`src/mmd_pkg.sv`:
```
// Package with the memory map, field layouts and types of the memory map decoder
// Summary of operation
// - Reset aliases flash at address zero
// - Clearing alias bit 0 maps SRAM at zero
// - One linear 32-bit byte address space
// - Little endian byte lanes throughout
// - Block 0 at 0x90000, boot page on top
// - Block 1 at 0x80000, all user space
// - Top 2 kB of flash kept for kernel
// - Flash pages are 512 bytes
// - Word fetch from flash takes two halves
// - SRAM is one 32-bit access per word
// - Register space is the top 64 kB
// - AHB access one cycle, APB two cycles
// - Flash control and GPIO on AHB, alias register internal, rest APB
// - Interrupt registers at 0xFFFF0000 and 0xFFFF0100
// - System control at 0xFFFF0200, alias at 0xFFFF0220
// - Four timers from 0xFFFF0300, 0x20 each
// - Power 0x0400, supply monitor 0x0440, reference 0x0480
// - Converter registers at 0xFFFF0500
package mmd_pkg;

  localparam logic [31:0] ALIAS_SIZE       = 32'h0002_0000;
  localparam logic [31:0] SRAM_BASE        = 32'h0004_0000;
  localparam logic [31:0] SRAM_SIZE        = 32'h0000_8000;
  localparam logic [31:0] FLASH_BASE       = 32'h0008_0000;
  localparam logic [31:0] FLASH_BLK0_BASE  = 32'h0009_0000;
  localparam logic [31:0] FLASH_SIZE       = 32'h0002_0000;
  localparam logic [31:0] FLASH_KERNEL_SZ  = 32'h0000_0800;
  localparam logic [31:0] FLASH_KERNEL_OFS = FLASH_SIZE - FLASH_KERNEL_SZ;
  localparam int unsigned FLASH_PAGE_BYTES = 512;
  localparam int unsigned FLASH_PAGE_LSB   = $clog2(FLASH_PAGE_BYTES);
  localparam int unsigned FLASH_BLK_LSB    = 16;

  localparam logic [31:0] PRS_BASE         = 32'hFFFF_0000;
  localparam logic [31:0] IRQ_BASE         = 32'hFFFF_0000;
  localparam logic [31:0] FIQ_BASE         = 32'hFFFF_0100;
  localparam logic [31:0] SYS_BASE         = 32'hFFFF_0200;
  localparam logic [31:0] ALIAS_REG_ADDR   = 32'hFFFF_0220;
  localparam logic [31:0] TMR_BASE         = 32'hFFFF_0300;
  localparam logic [31:0] TMR_SLOT         = 32'h0000_0020;
  localparam logic [31:0] TMR_COUNT        = 32'h0000_0004;
  localparam logic [31:0] PWR_BASE         = 32'hFFFF_0400;
  localparam logic [31:0] PSM_BASE         = 32'hFFFF_0440;
  localparam logic [31:0] REF_BASE         = 32'hFFFF_0480;
  localparam logic [31:0] ADC_BASE         = 32'hFFFF_0500;
  localparam logic [31:0] GPIO_BASE        = 32'hFFFF_F400;
  localparam logic [31:0] FLCTL_BASE       = 32'hFFFF_F800;
  localparam logic [31:0] GRP_SIZE         = 32'h0000_0100;
  localparam logic [31:0] SUB_SIZE         = 32'h0000_0040;

  localparam logic [7:0]  ALIAS_RESET      = 8'h01;
  localparam int unsigned ALIAS_FLASH_BIT  = 0;

  typedef enum logic [1:0] {
    MMD_SZ_BYTE = 2'b00,
    MMD_SZ_HALF = 2'b01,
    MMD_SZ_WORD = 2'b10
  } mmd_size_t;

  typedef enum logic [2:0] {
    MMD_TGT_NONE  = 3'b000,
    MMD_TGT_FLASH = 3'b001,
    MMD_TGT_SRAM  = 3'b010,
    MMD_TGT_AHB   = 3'b011,
    MMD_TGT_APB   = 3'b100,
    MMD_TGT_ALIAS = 3'b101
  } mmd_tgt_t;

  typedef enum logic [3:0] {
    MMD_PER_NONE  = 4'b0000,
    MMD_PER_IRQ   = 4'b0001,
    MMD_PER_FIQ   = 4'b0010,
    MMD_PER_SYS   = 4'b0011,
    MMD_PER_TMR   = 4'b0100,
    MMD_PER_PWR   = 4'b0101,
    MMD_PER_PSM   = 4'b0110,
    MMD_PER_REF   = 4'b0111,
    MMD_PER_ADC   = 4'b1000,
    MMD_PER_GPIO  = 4'b1001,
    MMD_PER_FLCTL = 4'b1010
  } mmd_per_t;

  typedef enum logic [2:0] {
    MMD_ST_IDLE    = 3'b000,
    MMD_ST_FL_LO   = 3'b001,
    MMD_ST_FL_HI   = 3'b010,
    MMD_ST_SRAM    = 3'b011,
    MMD_ST_AHB     = 3'b100,
    MMD_ST_APB_SET = 3'b101,
    MMD_ST_APB_ACC = 3'b110,
    MMD_ST_DONE    = 3'b111
  } mmd_state_t;

  typedef struct packed {
    logic [31:0] addr;
    logic        wr;
    mmd_size_t   size;
    logic [31:0] wdata;
  } mmd_req_t;

  typedef struct packed {
    mmd_tgt_t    tgt;
    mmd_per_t    per;
    logic [31:0] eff;
    logic        err;
  } mmd_dec_t;

  function automatic logic in_range(input logic [31:0] a, input logic [31:0] base, input logic [31:0] size);
    in_range = (a >= base) && ((a - base) < size);
  endfunction

  function automatic logic [3:0] be_of(input mmd_size_t size, input logic [1:0] lsb);
    unique case (size)
      MMD_SZ_BYTE: be_of = 4'h1 << lsb;
      MMD_SZ_HALF: be_of = lsb[1] ? 4'hC : 4'h3;
      default:     be_of = 4'hF;
    endcase
  endfunction

endpackage

```
`src/mmd_flash_join.sv`:
```
// Joins two flash half-words into one little endian word
`timescale 1ns/1ps
module mmd_flash_join (
  input  wire logic        clk,
  input  wire logic        reset_n,
  input  wire logic        lo_take,
  input  wire logic [15:0] half_in,
  output logic      [31:0] word
);

  logic [15:0] lo_q;

  // Lower half arrives first and is held for the second access
  always_ff @(posedge clk) begin
    if (!reset_n) begin
      lo_q <= 16'h0000;
    end else if (lo_take) begin
      lo_q <= half_in;
    end
  end

  // Lower address in the low lanes
  assign word = {half_in, lo_q};

endmodule

```
`src/mmd_decoder.sv`:
```
// Memory map decoder: boot alias, flash, SRAM and register space routing
`timescale 1ns/1ps
module mmd_decoder
  import mmd_pkg::*;
(
  input  wire logic        clk,
  input  wire logic        reset_n,
  input  wire logic        cpu_valid,
  input  wire mmd_req_t    cpu_req,
  output logic             cpu_ready,
  output logic      [31:0] cpu_rdata,
  output logic             cpu_err,
  output logic             flash_req,
  output logic             flash_wr,
  output logic             flash_block,
  output logic      [14:0] flash_half_addr,
  output logic      [6:0]  flash_page,
  output logic      [15:0] flash_wdata,
  input  wire logic [15:0] flash_rdata,
  output logic             sram_sel,
  output logic             sram_we,
  output logic      [3:0]  sram_be,
  output logic      [12:0] sram_word_addr,
  output logic      [31:0] sram_wdata,
  input  wire logic [31:0] sram_rdata,
  output mmd_per_t         per_sel,
  output logic      [15:0] per_addr,
  output logic             per_wr,
  output logic      [3:0]  per_be,
  output logic      [31:0] per_wdata,
  input  wire logic [31:0] per_rdata,
  output logic             ahb_sel,
  output logic             apb_sel,
  output logic             apb_enable,
  output logic             boot_from_flash
);

  mmd_state_t  state_q;
  mmd_state_t  state_d;
  mmd_req_t    req_q;
  mmd_dec_t    dec;
  mmd_tgt_t    tgt_q;
  mmd_per_t    per_q;
  logic [31:0] eff_q;
  logic [7:0]  alias_q;
  logic [31:0] rdata_q;
  logic        err_q;
  logic [31:0] flash_word;
  logic [16:0] fl_off;
  logic        fl_word;
  logic        fl_block_ok;
  logic        accept;
  logic [3:0]  req_be;

  assign accept = (state_q == MMD_ST_IDLE) && cpu_valid;
  assign req_be = be_of(cpu_req.size, cpu_req.addr[1:0]);

  // Address decode of the incoming request over the whole 32-bit space
  always_comb begin
    dec     = '0;
    dec.eff = cpu_req.addr;
    dec.tgt = MMD_TGT_NONE;
    dec.per = MMD_PER_NONE;
    dec.err = 1'b1;
    if (cpu_req.addr < ALIAS_SIZE) begin
      if (alias_q[ALIAS_FLASH_BIT]) begin
        dec.eff = FLASH_BASE + cpu_req.addr;
        dec.tgt = MMD_TGT_FLASH;
        dec.err = 1'b0;
      end else if (cpu_req.addr < SRAM_SIZE) begin
        dec.eff = SRAM_BASE + cpu_req.addr;
        dec.tgt = MMD_TGT_SRAM;
        dec.err = 1'b0;
      end
    end else if (in_range(cpu_req.addr, SRAM_BASE, SRAM_SIZE)) begin
      dec.tgt = MMD_TGT_SRAM;
      dec.err = 1'b0;
    end else if (in_range(cpu_req.addr, FLASH_BASE, FLASH_SIZE)) begin
      dec.tgt = MMD_TGT_FLASH;
      dec.err = 1'b0;
    end else if (cpu_req.addr >= PRS_BASE) begin
      // Holes in the register space answer quietly with zero
      dec.err = 1'b0;
      if (cpu_req.addr[31:2] == ALIAS_REG_ADDR[31:2]) begin
        dec.tgt = MMD_TGT_ALIAS;
      end else if (in_range(cpu_req.addr, FLCTL_BASE, GRP_SIZE)) begin
        dec.tgt = MMD_TGT_AHB;
        dec.per = MMD_PER_FLCTL;
      end else if (in_range(cpu_req.addr, GPIO_BASE, GRP_SIZE)) begin
        dec.tgt = MMD_TGT_AHB;
        dec.per = MMD_PER_GPIO;
      end else begin
        dec.tgt = MMD_TGT_APB;
        if (in_range(cpu_req.addr, IRQ_BASE, GRP_SIZE)) begin
          dec.per = MMD_PER_IRQ;
        end else if (in_range(cpu_req.addr, FIQ_BASE, GRP_SIZE)) begin
          dec.per = MMD_PER_FIQ;
        end else if (in_range(cpu_req.addr, SYS_BASE, GRP_SIZE)) begin
          dec.per = MMD_PER_SYS;
        end else if (in_range(cpu_req.addr, TMR_BASE, TMR_SLOT * TMR_COUNT)) begin
          dec.per = MMD_PER_TMR;
        end else if (in_range(cpu_req.addr, PWR_BASE, SUB_SIZE)) begin
          dec.per = MMD_PER_PWR;
        end else if (in_range(cpu_req.addr, PSM_BASE, SUB_SIZE)) begin
          dec.per = MMD_PER_PSM;
        end else if (in_range(cpu_req.addr, REF_BASE, SUB_SIZE)) begin
          dec.per = MMD_PER_REF;
        end else if (in_range(cpu_req.addr, ADC_BASE, GRP_SIZE)) begin
          dec.per = MMD_PER_ADC;
        end else begin
          dec.tgt = MMD_TGT_NONE;
        end
      end
    end
  end

  // Flash view of the captured request
  assign fl_off  = 17'(eff_q - FLASH_BASE);
  assign fl_word = (req_q.size == MMD_SZ_WORD);
  // Kernel area refuses writes; byte writes cannot reach a 16-bit array
  assign fl_block_ok = !req_q.wr ||
                       ((32'(fl_off) < FLASH_KERNEL_OFS) && (req_q.size != MMD_SZ_BYTE));

  // Transfer sequencing
  always_comb begin
    state_d = state_q;
    unique case (state_q)
      MMD_ST_IDLE: begin
        if (cpu_valid) begin
          unique case (dec.tgt)
            MMD_TGT_FLASH: state_d = MMD_ST_FL_LO;
            MMD_TGT_SRAM:  state_d = MMD_ST_SRAM;
            MMD_TGT_AHB:   state_d = MMD_ST_AHB;
            MMD_TGT_APB:   state_d = MMD_ST_APB_SET;
            default:       state_d = MMD_ST_DONE;
          endcase
        end
      end
      MMD_ST_FL_LO: begin
        if (!fl_block_ok) begin
          state_d = MMD_ST_DONE;
        end else if (fl_word) begin
          state_d = MMD_ST_FL_HI;
        end else begin
          state_d = MMD_ST_DONE;
        end
      end
      MMD_ST_FL_HI:   state_d = MMD_ST_DONE;
      MMD_ST_SRAM:    state_d = MMD_ST_DONE;
      MMD_ST_AHB:     state_d = MMD_ST_DONE;
      MMD_ST_APB_SET: state_d = MMD_ST_APB_ACC;
      MMD_ST_APB_ACC: state_d = MMD_ST_DONE;
      MMD_ST_DONE:    state_d = MMD_ST_IDLE;
    endcase
  end

  always_ff @(posedge clk) begin
    if (!reset_n) begin
      state_q <= MMD_ST_IDLE;
    end else begin
      state_q <= state_d;
    end
  end

  // Request capture
  always_ff @(posedge clk) begin
    if (!reset_n) begin
      req_q <= '0;
      tgt_q <= MMD_TGT_NONE;
      per_q <= MMD_PER_NONE;
      eff_q <= 32'h0000_0000;
    end else if (accept) begin
      req_q <= cpu_req;
      tgt_q <= dec.tgt;
      per_q <= dec.per;
      eff_q <= dec.eff;
    end
  end

  // Boot alias select, flash at zero after every reset
  always_ff @(posedge clk) begin
    if (!reset_n) begin
      alias_q <= ALIAS_RESET;
    end else if (accept && (dec.tgt == MMD_TGT_ALIAS) && cpu_req.wr && req_be[0]) begin
      alias_q <= cpu_req.wdata[7:0];
    end
  end

  mmd_flash_join u_join (
    .clk     (clk),
    .reset_n (reset_n),
    .lo_take ((state_q == MMD_ST_FL_LO) && fl_word),
    .half_in (flash_rdata),
    .word    (flash_word)
  );

  // Read data and error capture; writes return zero data
  always_ff @(posedge clk) begin
    if (!reset_n) begin
      rdata_q <= 32'h0000_0000;
      err_q   <= 1'b0;
    end else begin
      unique case (state_q)
        MMD_ST_IDLE: begin
          rdata_q <= 32'h0000_0000;
          err_q   <= cpu_valid && dec.err;
          if (cpu_valid && (dec.tgt == MMD_TGT_ALIAS) && !cpu_req.wr) begin
            rdata_q <= {24'h00_0000, alias_q};
          end
        end
        MMD_ST_FL_LO: begin
          err_q <= !fl_block_ok;
          if (!req_q.wr && !fl_word) begin
            rdata_q <= eff_q[1] ? {flash_rdata, 16'h0000} : {16'h0000, flash_rdata};
          end
        end
        MMD_ST_FL_HI: begin
          if (!req_q.wr) begin
            rdata_q <= flash_word;
          end
        end
        MMD_ST_SRAM: begin
          if (!req_q.wr) begin
            rdata_q <= sram_rdata;
          end
        end
        MMD_ST_AHB: begin
          if (!req_q.wr) begin
            rdata_q <= per_rdata;
          end
        end
        MMD_ST_APB_ACC: begin
          if (!req_q.wr) begin
            rdata_q <= per_rdata;
          end
        end
        MMD_ST_APB_SET: rdata_q <= rdata_q;
        MMD_ST_DONE:    rdata_q <= rdata_q;
      endcase
    end
  end

  assign cpu_ready = (state_q == MMD_ST_DONE);
  assign cpu_rdata = rdata_q;
  assign cpu_err   = err_q;

  // Flash port; word accesses take the even half then the odd half
  assign flash_req       = ((state_q == MMD_ST_FL_LO) && fl_block_ok) || (state_q == MMD_ST_FL_HI);
  assign flash_wr        = flash_req && req_q.wr;
  // Offset bit 16 set means the upper 64 kB, which is block 0
  assign flash_block     = fl_off[FLASH_BLK_LSB];
  assign flash_half_addr = (state_q == MMD_ST_FL_HI) ? {fl_off[15:2], 1'b1} :
                           fl_word ? {fl_off[15:2], 1'b0} : fl_off[15:1];
  assign flash_page      = fl_off[15:FLASH_PAGE_LSB];
  assign flash_wdata     = ((state_q == MMD_ST_FL_HI) || (!fl_word && eff_q[1])) ?
                           req_q.wdata[31:16] : req_q.wdata[15:0];

  // SRAM port, one 32-bit access
  assign sram_sel       = (state_q == MMD_ST_SRAM);
  assign sram_we        = sram_sel && req_q.wr;
  assign sram_be        = be_of(req_q.size, eff_q[1:0]);
  assign sram_word_addr = eff_q[14:2];
  assign sram_wdata     = req_q.wdata;

  // Register space port
  assign per_sel    = per_q;
  assign per_addr   = eff_q[15:0];
  assign per_wr     = req_q.wr;
  assign per_be     = be_of(req_q.size, eff_q[1:0]);
  assign per_wdata  = req_q.wdata;
  assign ahb_sel    = (state_q == MMD_ST_AHB);
  assign apb_sel    = (state_q == MMD_ST_APB_SET) || (state_q == MMD_ST_APB_ACC);
  assign apb_enable = (state_q == MMD_ST_APB_ACC);

  assign boot_from_flash = alias_q[ALIAS_FLASH_BIT];

endmodule

```
`config.mk`:
```
export PLATFORM = sky130hd
export DESIGN_NAME = mmd_decoder
export DESIGN_NICKNAME = d
export VERILOG_FILES = /design/src/mmd_pkg.sv /design/src/mmd_flash_join.sv /design/src/mmd_decoder.sv
export SDC_FILE = /design/constraint.sdc
export NUM_CORES = 1
export LEC_CHECK = 0
export BUFFER_PORTS_ARGS = -buffer_cell sky130_fd_sc_hd__buf_2
export CELL_PAD_IN_SITES_DETAIL_PLACEMENT = 1
export CELL_PAD_IN_SITES_GLOBAL_PLACEMENT = 2
export CORE_MARGIN = 5
export CORE_UTILIZATION = 28
export CTS_CLUSTER_SIZE = 24
export DETAILED_ROUTE_END_ITERATION = 8
export PLACE_DENSITY_LB_ADDON = 0.1
export SYNTH_ARGS = -nofsm -noshare
export SYNTH_HDL_FRONTEND = slang
export SYNTH_SLANG_ARGS = --single-unit
```
`constraint.sdc`:
```
create_clock -name clk -period 9.2 [get_ports clk]
set_input_delay 1.84 -clock clk [delete_from_list [all_inputs] [get_ports clk]]
set_output_delay 1.84 -clock clk [all_outputs]
set_load 0.01 [all_outputs]
```
==> metrics.txt, run 1 <==
slew at the pin closest to its max-slew limit=roughly 1.1 ns; Post CTS Setup Buffer Count=0; Residual DRC=0; clock share of power=0.420; Slew Viols, Final=0; part of the total power dissipated in sequential elements=0.329; simple-gate share of the synthesized area=0.2864; wire length of the first global-routing pass=roughly 56000 um; slowest stage cell, crit path=or4b_2; placed cell count=1729; Sw Share=0.3306; Worst setup SP type=input pin; Multi-input gate area=a little over 5000 um2; filler cell count=between 3000 and 4000; clock period minus worst slack=approximately 5 ns; Most Crowded Layer GR=met2; average wire per cell in the routed design=20.96 um; quantity of I/O buffers inserted on ports=about 340; layout overhead on the synthesized area=21.73%; initial core utilization=0.2812; cells along the critical path=buf_2 -> inv_1 -> ha_1 -> or4b_2 -> a311oi_1 -> nor3_1 -> xnor2_1 -> and4_1 -> a2bb2oi_1 -> a41oi_1 -> a31o_2; peak clock frequency supported by timing=204.0 MHz; XOR/XNOR Fraction of Synth Area=0.02566; instance count of the mapped netlist=1167; switching power summed over all nets=between 0.0005 and 0.0006 W; Synthesized Nets=1331; Final period util=0.5328; total of cells resized after clock tree synthesis=0; synth cell count leaders=nand2_1, dfxtp_1, buf_4; clock tree from TritonCTS=yes; worst-case headroom to the max-slew limit=0.2600; total routed wirelength=~37000 um; share of synthesized area occupied by flip-flops and latches=0.2721; maxcap violations=0; fin area=about 10000 um2; leading cell type by number of instances after synthesis=nand2_1; crit-path max FO=18; average instance area after synthesis=7.312 um2; final layout net count=about 1500; number of failing hold endpoints at the final stage=0; setup violation total in the final timing report=0; global router's overall resource usage=0.2097; clock tree root buffer cell=clkbuf_16; largest net degree at the start of global routing=65; leakage power of the design=around 4.5 nW; data required time at the worst endpoint=approximately 9.5 ns; number of clock buffers inserted by TritonCTS=17; Global Route met2 Usage=0.3943; clock buffer depth=2; total number of clock tree sinks=116; Overflow after GRT=0; adder-cell area share of the yosys netlist=0.02053; antenna-violating nets left=0; std cell rows=64; detailed placer's ending HPWL=about 28000 um; unrepaired setup endpoints after global routing=no; cells taking the most area after synthesis=dfxtp_1, nand2_1, buf_4; crit path kind=in -> reg; DIE AREA=between 30000 and 40000 um2; worst supply voltage drop on vdd=~0.00014 V; total cell area at the placement stage=~9800 um2; hold slack final=0.4552 ns; Hold/Removal Path Class=reg -> reg; library cell with the largest summed area after synthesis=dfxtp_1; logic gate share of total power=0.251; setup total negative slack=0 ns; number of hold-repair buffers added at the cts stage=0; I/O pin total=roughly 340; worst-case setup slack after placement=about 3.9 ns; vertical die dimension=about 180 um; H-tree depth=4; count of warnings emitted by yosys=0; post-route worst setup slack=between 4 and 5 ns; layout cell share with drive strength beyond 1=0.3114; DIE WIDTH=between 150 and 200 um; worst reg-to-reg setup slack=between 6 and 7 ns; worst skew pair latency=0.42 ns; core region area=between 30000 and 40000 um2; result of the run=finished clean; first-pass detailed-route iteration total=5; post-synthesis compound-gate area fraction=0.2243; Power per Cell Area=approximately 160 nW/um2; DR vias=about 9000; met1 GRT Util=0.2499; post-synthesis cell type count=76; initial antenna violation count=1; area fraction of the dominant cell type after synthesis=0.2721; Post-synth ARST share=0; vias in the first global route=between 9000 and 10000; capturing element type of the critical path=flop; detailed router's first-iteration violation count=about 510; GR met3 Demand/Resource=0.02901; gpl congestion=0.8725; largest family of logic cells by synthesized area=simple AND/OR/NAND/NOR gates; arrival time at the worst endpoint=approximately 5.2 ns; Max stage delay on crit path=between 0.6 and 0.7 ns; internal portion of total power=0.001135 W; Register Area=roughly 2300 um2; post-detailed-route via-to-cell ratio=between 5 and 6; most used flip-flop cell after synthesis=dfxtp_1; clock input transition at the sequential cells of the worst setup and hold paths=0.06 ns; area of the mapped netlist=between 8000 and 9000 um2; flops & latches, synth=around 120; skew final=~0.015 ns; Post-synth EDFFs=0; post-route insts no fill=around 1800; multiplexer share of the synthesized area=0.03666
-- cells by family (layout without fill, tap and decap cells) --
kind of cell / Yosys count / in the layout
flip-flops: 116 / 116
adder cells (fa/ha/maj): 14 / 14
other: 0 / 2
AND/OR/NAND/NOR: 508 / 508
XOR/XNOR: 25 / 25
AO/OA/AOI/OAI: 273 / 273
buffers and inverters: 202 / 400
multiplexers: 29 / 29
-- sequential cells by signal, indices dropped and copies added, names as in the netlist --
signal	flops
alias_q	8
cpu_err	1
cpu_rdata	32
eff_q	17
per_sel	4
per_wdata	32
per_wr	1
req_q	2
state_q	3
u_join.lo_q	16
-- metal layers --
metal	wire length (um)	vias to the layer above	part of all wire
li1	-	4386	-
met1	15330	4346	0.41
met2	19480	233	0.53
met3	1423	27	0.039
met4	719	0	0.019
met5	0	-	0
-- cell usage in the layout (no fill, tap or decap), drive strengths merged, types with 17 or more instances in the layout --
cell    count
and2       31
a21boi     70
nand2     247
a221oi     17
mux2       18
nor4       18
nor3       24
nor2b      17
o21ai      58
inv        26
nand4      23
nor2       74
buf       349
clkbuf     18
dfxtp     116
a21oi      48
-- through the flow --
| step | total power [W] | utilization |
|---|---|---|
| floorplan | 0.0008355 | - |
| global placement | 0.0009990 | 0.3214 |
| detailed placement | 0.001001 | 0.3214 |
| CTS | 0.001729 | 0.3421 |
| global route | 0.001793 | 0.3422 |
| finish | 0.001695 | 0.3423 |
-- layout make-up --
class / count / area share
multi-input combinational: 849 / 0.4893
clock inverter: 14 / 0.01831
inverter: 19 / 0.006866
tap: 396 / 0.04770
antenna: 2 / 0.0004818
clock buffer: 18 / 0.04228
timing repair buffer: 349 / 0.1715
sequential: 116 / 0.2236
-- path summary, 6_finish.rpt --
path | startpoint | end | depth (start not counted)
max | cpu_req[46] | per_sel[1] | 11
min reg2reg | alias_q[6] | cpu_rdata[6] | 2
max reg2reg | state_q[2] | alias_q[0] | 7
min | alias_q[6] | cpu_rdata[6] | 2
-- power groups by stage --
stage | Combinational [W] | Clock [W] | Sequential [W]
3_3_place_gp | 0.000431 | 0 | 0.000568
5_1_grt | 0.000469 | 0.000762 | 0.000562
4_1_cts | 0.000434 | 0.000737 | 0.000558
6_report | 0.000426 | 0.000712 | 0.000557
2_1_floorplan | 0.000259 | 0 | 0.000577
3_5_place_dp | 0.000431 | 0 | 0.000569
-- worst max-delay path, delay by kind of cell --
family / cells / cell delay [ns]
and+or+nand+nor: 3 / 0.97
buffers and inverters: 2 / 0.51
AOI/OAI and AO/OA: 4 / 1.34
xor gates and xnor gates: 1 / 0.15
adders and majority gates: 1 / 0.40
No activity file was read; power rests on OpenSTA's default activity.
==> run 2: changes to the inputs <==
--- a/config.mk
+++ b/config.mk
@@ -5,11 +5,12 @@
 export SDC_FILE = /design/constraint.sdc
 export NUM_CORES = 1
 export LEC_CHECK = 0
+export ABC_AREA = 1
 export BUFFER_PORTS_ARGS = -buffer_cell sky130_fd_sc_hd__buf_2
 export CELL_PAD_IN_SITES_DETAIL_PLACEMENT = 1
 export CELL_PAD_IN_SITES_GLOBAL_PLACEMENT = 2
 export CORE_MARGIN = 5
-export CORE_UTILIZATION = 28
+export CORE_UTILIZATION = 27
 export CTS_CLUSTER_SIZE = 24
 export DETAILED_ROUTE_END_ITERATION = 8
 export PLACE_DENSITY_LB_ADDON = 0.1
==> constraint.sdc (replaced) <==
create_clock -name clk -period 4.9 [get_ports clk]
set_input_delay 0.98 -clock clk [delete_from_list [all_inputs] [get_ports clk]]
set_output_delay 0.98 -clock clk [all_outputs]
set_load 0.01 [all_outputs]
==> run 2 against run 1 <==
Worst setup slack got worse by 3.1 ns. Final cell count increased by 65%. Register-to-register slack got worse by 4.4 ns.
==> metrics.txt, run 2 <==
gpl congestion=1.027; average wire per cell in the routed design=~25 um; core utilization of the finished layout=0.3200; Overflow after GRT=0; data required time at the worst endpoint=approximately 3.9 ns; clock tree from TritonCTS=yes; first-pass detailed-route iteration total=5; layout overhead on the synthesized area=17.61%; DR vias=roughly 15000; cells taking the most area after synthesis=dfxtp_1, nand2_1, nor2_1; Post-synth ARST share=0; Slew Viols, Final=0; initial core utilization=0.2721; most frequent CP cell=inv_1; clock tree root buffer cell=clkbuf_16; result of the run=finished clean; flops & latches, synth=between 100 and 150; area of the mapped netlist=between 10000 and 15000 um2; unrepaired setup endpoints after global routing=no; most common cell after layout, fill and taps aside=nand2_1; slowest stage cell, crit path=nor3_2; initial antenna violation count=0; core region area=44120 um2; post-detailed-route via-to-cell ratio=~5.3; arrival time at the worst endpoint=between 2 and 3 ns; Max stage delay on crit path=0.59 ns; final layout net count=around 2500; I/O pin total=roughly 340; Residual DRC=0; gate family responsible for the most delay along the worst path=buffers and inverters; Final period util=0.7602; number of clock buffers inserted by TritonCTS=17; vias in the first global route=~15000; Power per Cell Area=~280 nW/um2; instance count along the most critical hold path=2; leading cell types in the layout, fill and taps excluded=nand2_1, buf_2, nor2_1; instance count of the mapped netlist=approximately 2100; number of failing hold endpoints at the final stage=0; hold slack final=0.4512 ns; antenna diode count=0; Post-synth EDFFs=0; Synthesized Nets=2260; detailed placer's ending HPWL=a little under 60000 um; post-synthesis cell type count=48; largest net degree at the start of global routing=64; peak clock frequency supported by timing=approximately 270 MHz; worst min-delay path startpoint=u_join.lo_q[2]; capturing element type of the critical path=primary output; skew final=0.01328 ns; buffering stage count on the worst path with inverters included=4; worst-case headroom to the max-slew limit=0.3104; total routed wirelength=73970 um; Post CTS Setup Buffer Count=0; Worst setup SP type=flop; critical register-to-register path startpoint=state_q[2]; post-route insts no fill=2902; H-tree depth=4; wire length of the first global-routing pass=between 100000 and 150000 um; area fraction of the dominant cell type after synthesis=0.1934; placed cell count=~2900; antenna-violating nets left=0; worst skew pair latency=0.43 ns; slew at the pin closest to its max-slew limit=between 1 and 1.5 ns; clock buffer depth=2; leakage power of the design=between 6 and 7 nW; worst supply voltage drop on vdd=roughly 0.00017 V; quantity of I/O buffers inserted on ports=336; reg2reg path depth=9; global router's overall resource usage=0.2893; count of warnings emitted by yosys=0; share of synthesized area occupied by flip-flops and latches=0.1934; DIE WIDTH=approximately 220 um; maxcap violations=0; DIE AREA=approximately 50000 um2; Hold/Removal Path Class=reg -> reg; library cell with the largest summed area after synthesis=dfxtp_1; clock input transition at the sequential cells of the worst setup and hold paths=roughly 0.060 ns; worst reg-to-reg setup slack=~1.8 ns; synth cell count leaders=nand2_1, nor2_1, nand3_1; vertical die dimension=220.9 um; hold-critical path endpoint=u_join.lo_q[2]; detailed router's first-iteration violation count=1200; cells along the critical path=inv_1 -> nor3_2 -> inv_1 -> o21ai_2 -> buf_4 -> nand2_1 -> o21ai_0 -> buf_2; total number of clock tree sinks=~120; setup total negative slack=0 ns; crit-path max FO=33; setup violation total in the final timing report=0; most used flip-flop cell after synthesis=dfxtp_1; average instance area after synthesis=approximately 5.7 um2; number of hold-repair buffers added at the cts stage=0; clock period minus worst slack=3.725 ns; layout cell share with drive strength beyond 1=0.2173; std cell rows=77; crit path kind=reg -> out; leading cell type by number of instances after synthesis=nand2_1; end of the worst register-to-register path=cpu_rdata[2]; total of cells resized after clock tree synthesis=0
-- run 2: cell families after synthesis --
logic type / count (synthesis) / share of synthesized area
and+or+nand+nor: 1210 / 0.4408
buffers and inverters: 362 / 0.1543
AOI/OAI and AO/OA: 330 / 0.1498
adders and majority gates: 16 / 0.01667
xor gates and xnor gates: 60 / 0.04502
DFF: 116 / 0.1934
-- run 2: how the worst max path moves through the flow --
stage / depth (start not counted) / from / to
floorplan: 20 / cpu_req[46] / state_q[1]
global placement: 17 / cpu_req[46] / per_sel[3]
detailed placement: 16 / cpu_req[62] / per_sel[3]
CTS: 8 / state_q[1] / flash_wdata[14]
global route: 8 / state_q[1] / flash_wdata[6]
finish: 8 / state_q[1] / flash_wdata[14]
-- run 2: worst register-to-register path: cells and delay by family (launching register included) --
kind,cells,cell delay [ns]
buffers and inverters,4,1.09
DFF,1,0.36
AOI/OAI and AO/OA,2,0.95
and+or+nand+nor,3,0.57
-- run 2: metal layers --
layer / vias up / GRT usage / wire (um)
li1: 7128 / - / -
met1: 7391 / 0.3611 / 31420
met2: 555 / 0.4977 / 35200
met3: 166 / 0.03962 / 3605
met4: 0 / 0.1285 / 3744
met5: - / 0 / 0
-- run 2: where the power goes --
part / switching (W) / internal [W] / leakage, nW
clock network: 0.000464 / 0.000792 / 0.283
registers: 0.0000969 / 0.00107 / 0.947
logic: 0.00105 / 0.000463 / 5.46
total: 0.00161 / 0.00233 / 6.70
-- run 2: layout make-up --
type / count / area (um2)
tap: 592 / 740.7
timing repair buffer: 374 / 1967
clock buffer: 22 / 474.2
clock inverter: 10 / 122.6
multi-input combinational: 1616 / 7846
fill: 5979 / 30000
sequential: 116 / 2322
inverter: 172 / 648.1
-- run 2: per-stage QoR --
step                      setup WS [ns]  power, W  instance area, um2
after detailed placement         0.8375  0.002708               13520
after floorplan                   1.904  0.002152               12010
after global routing             0.9288  0.004158               14120
after global placement           0.8595  0.002696               13520
after CTS                         1.120  0.003991               14120
final                             1.175  0.003936               14120
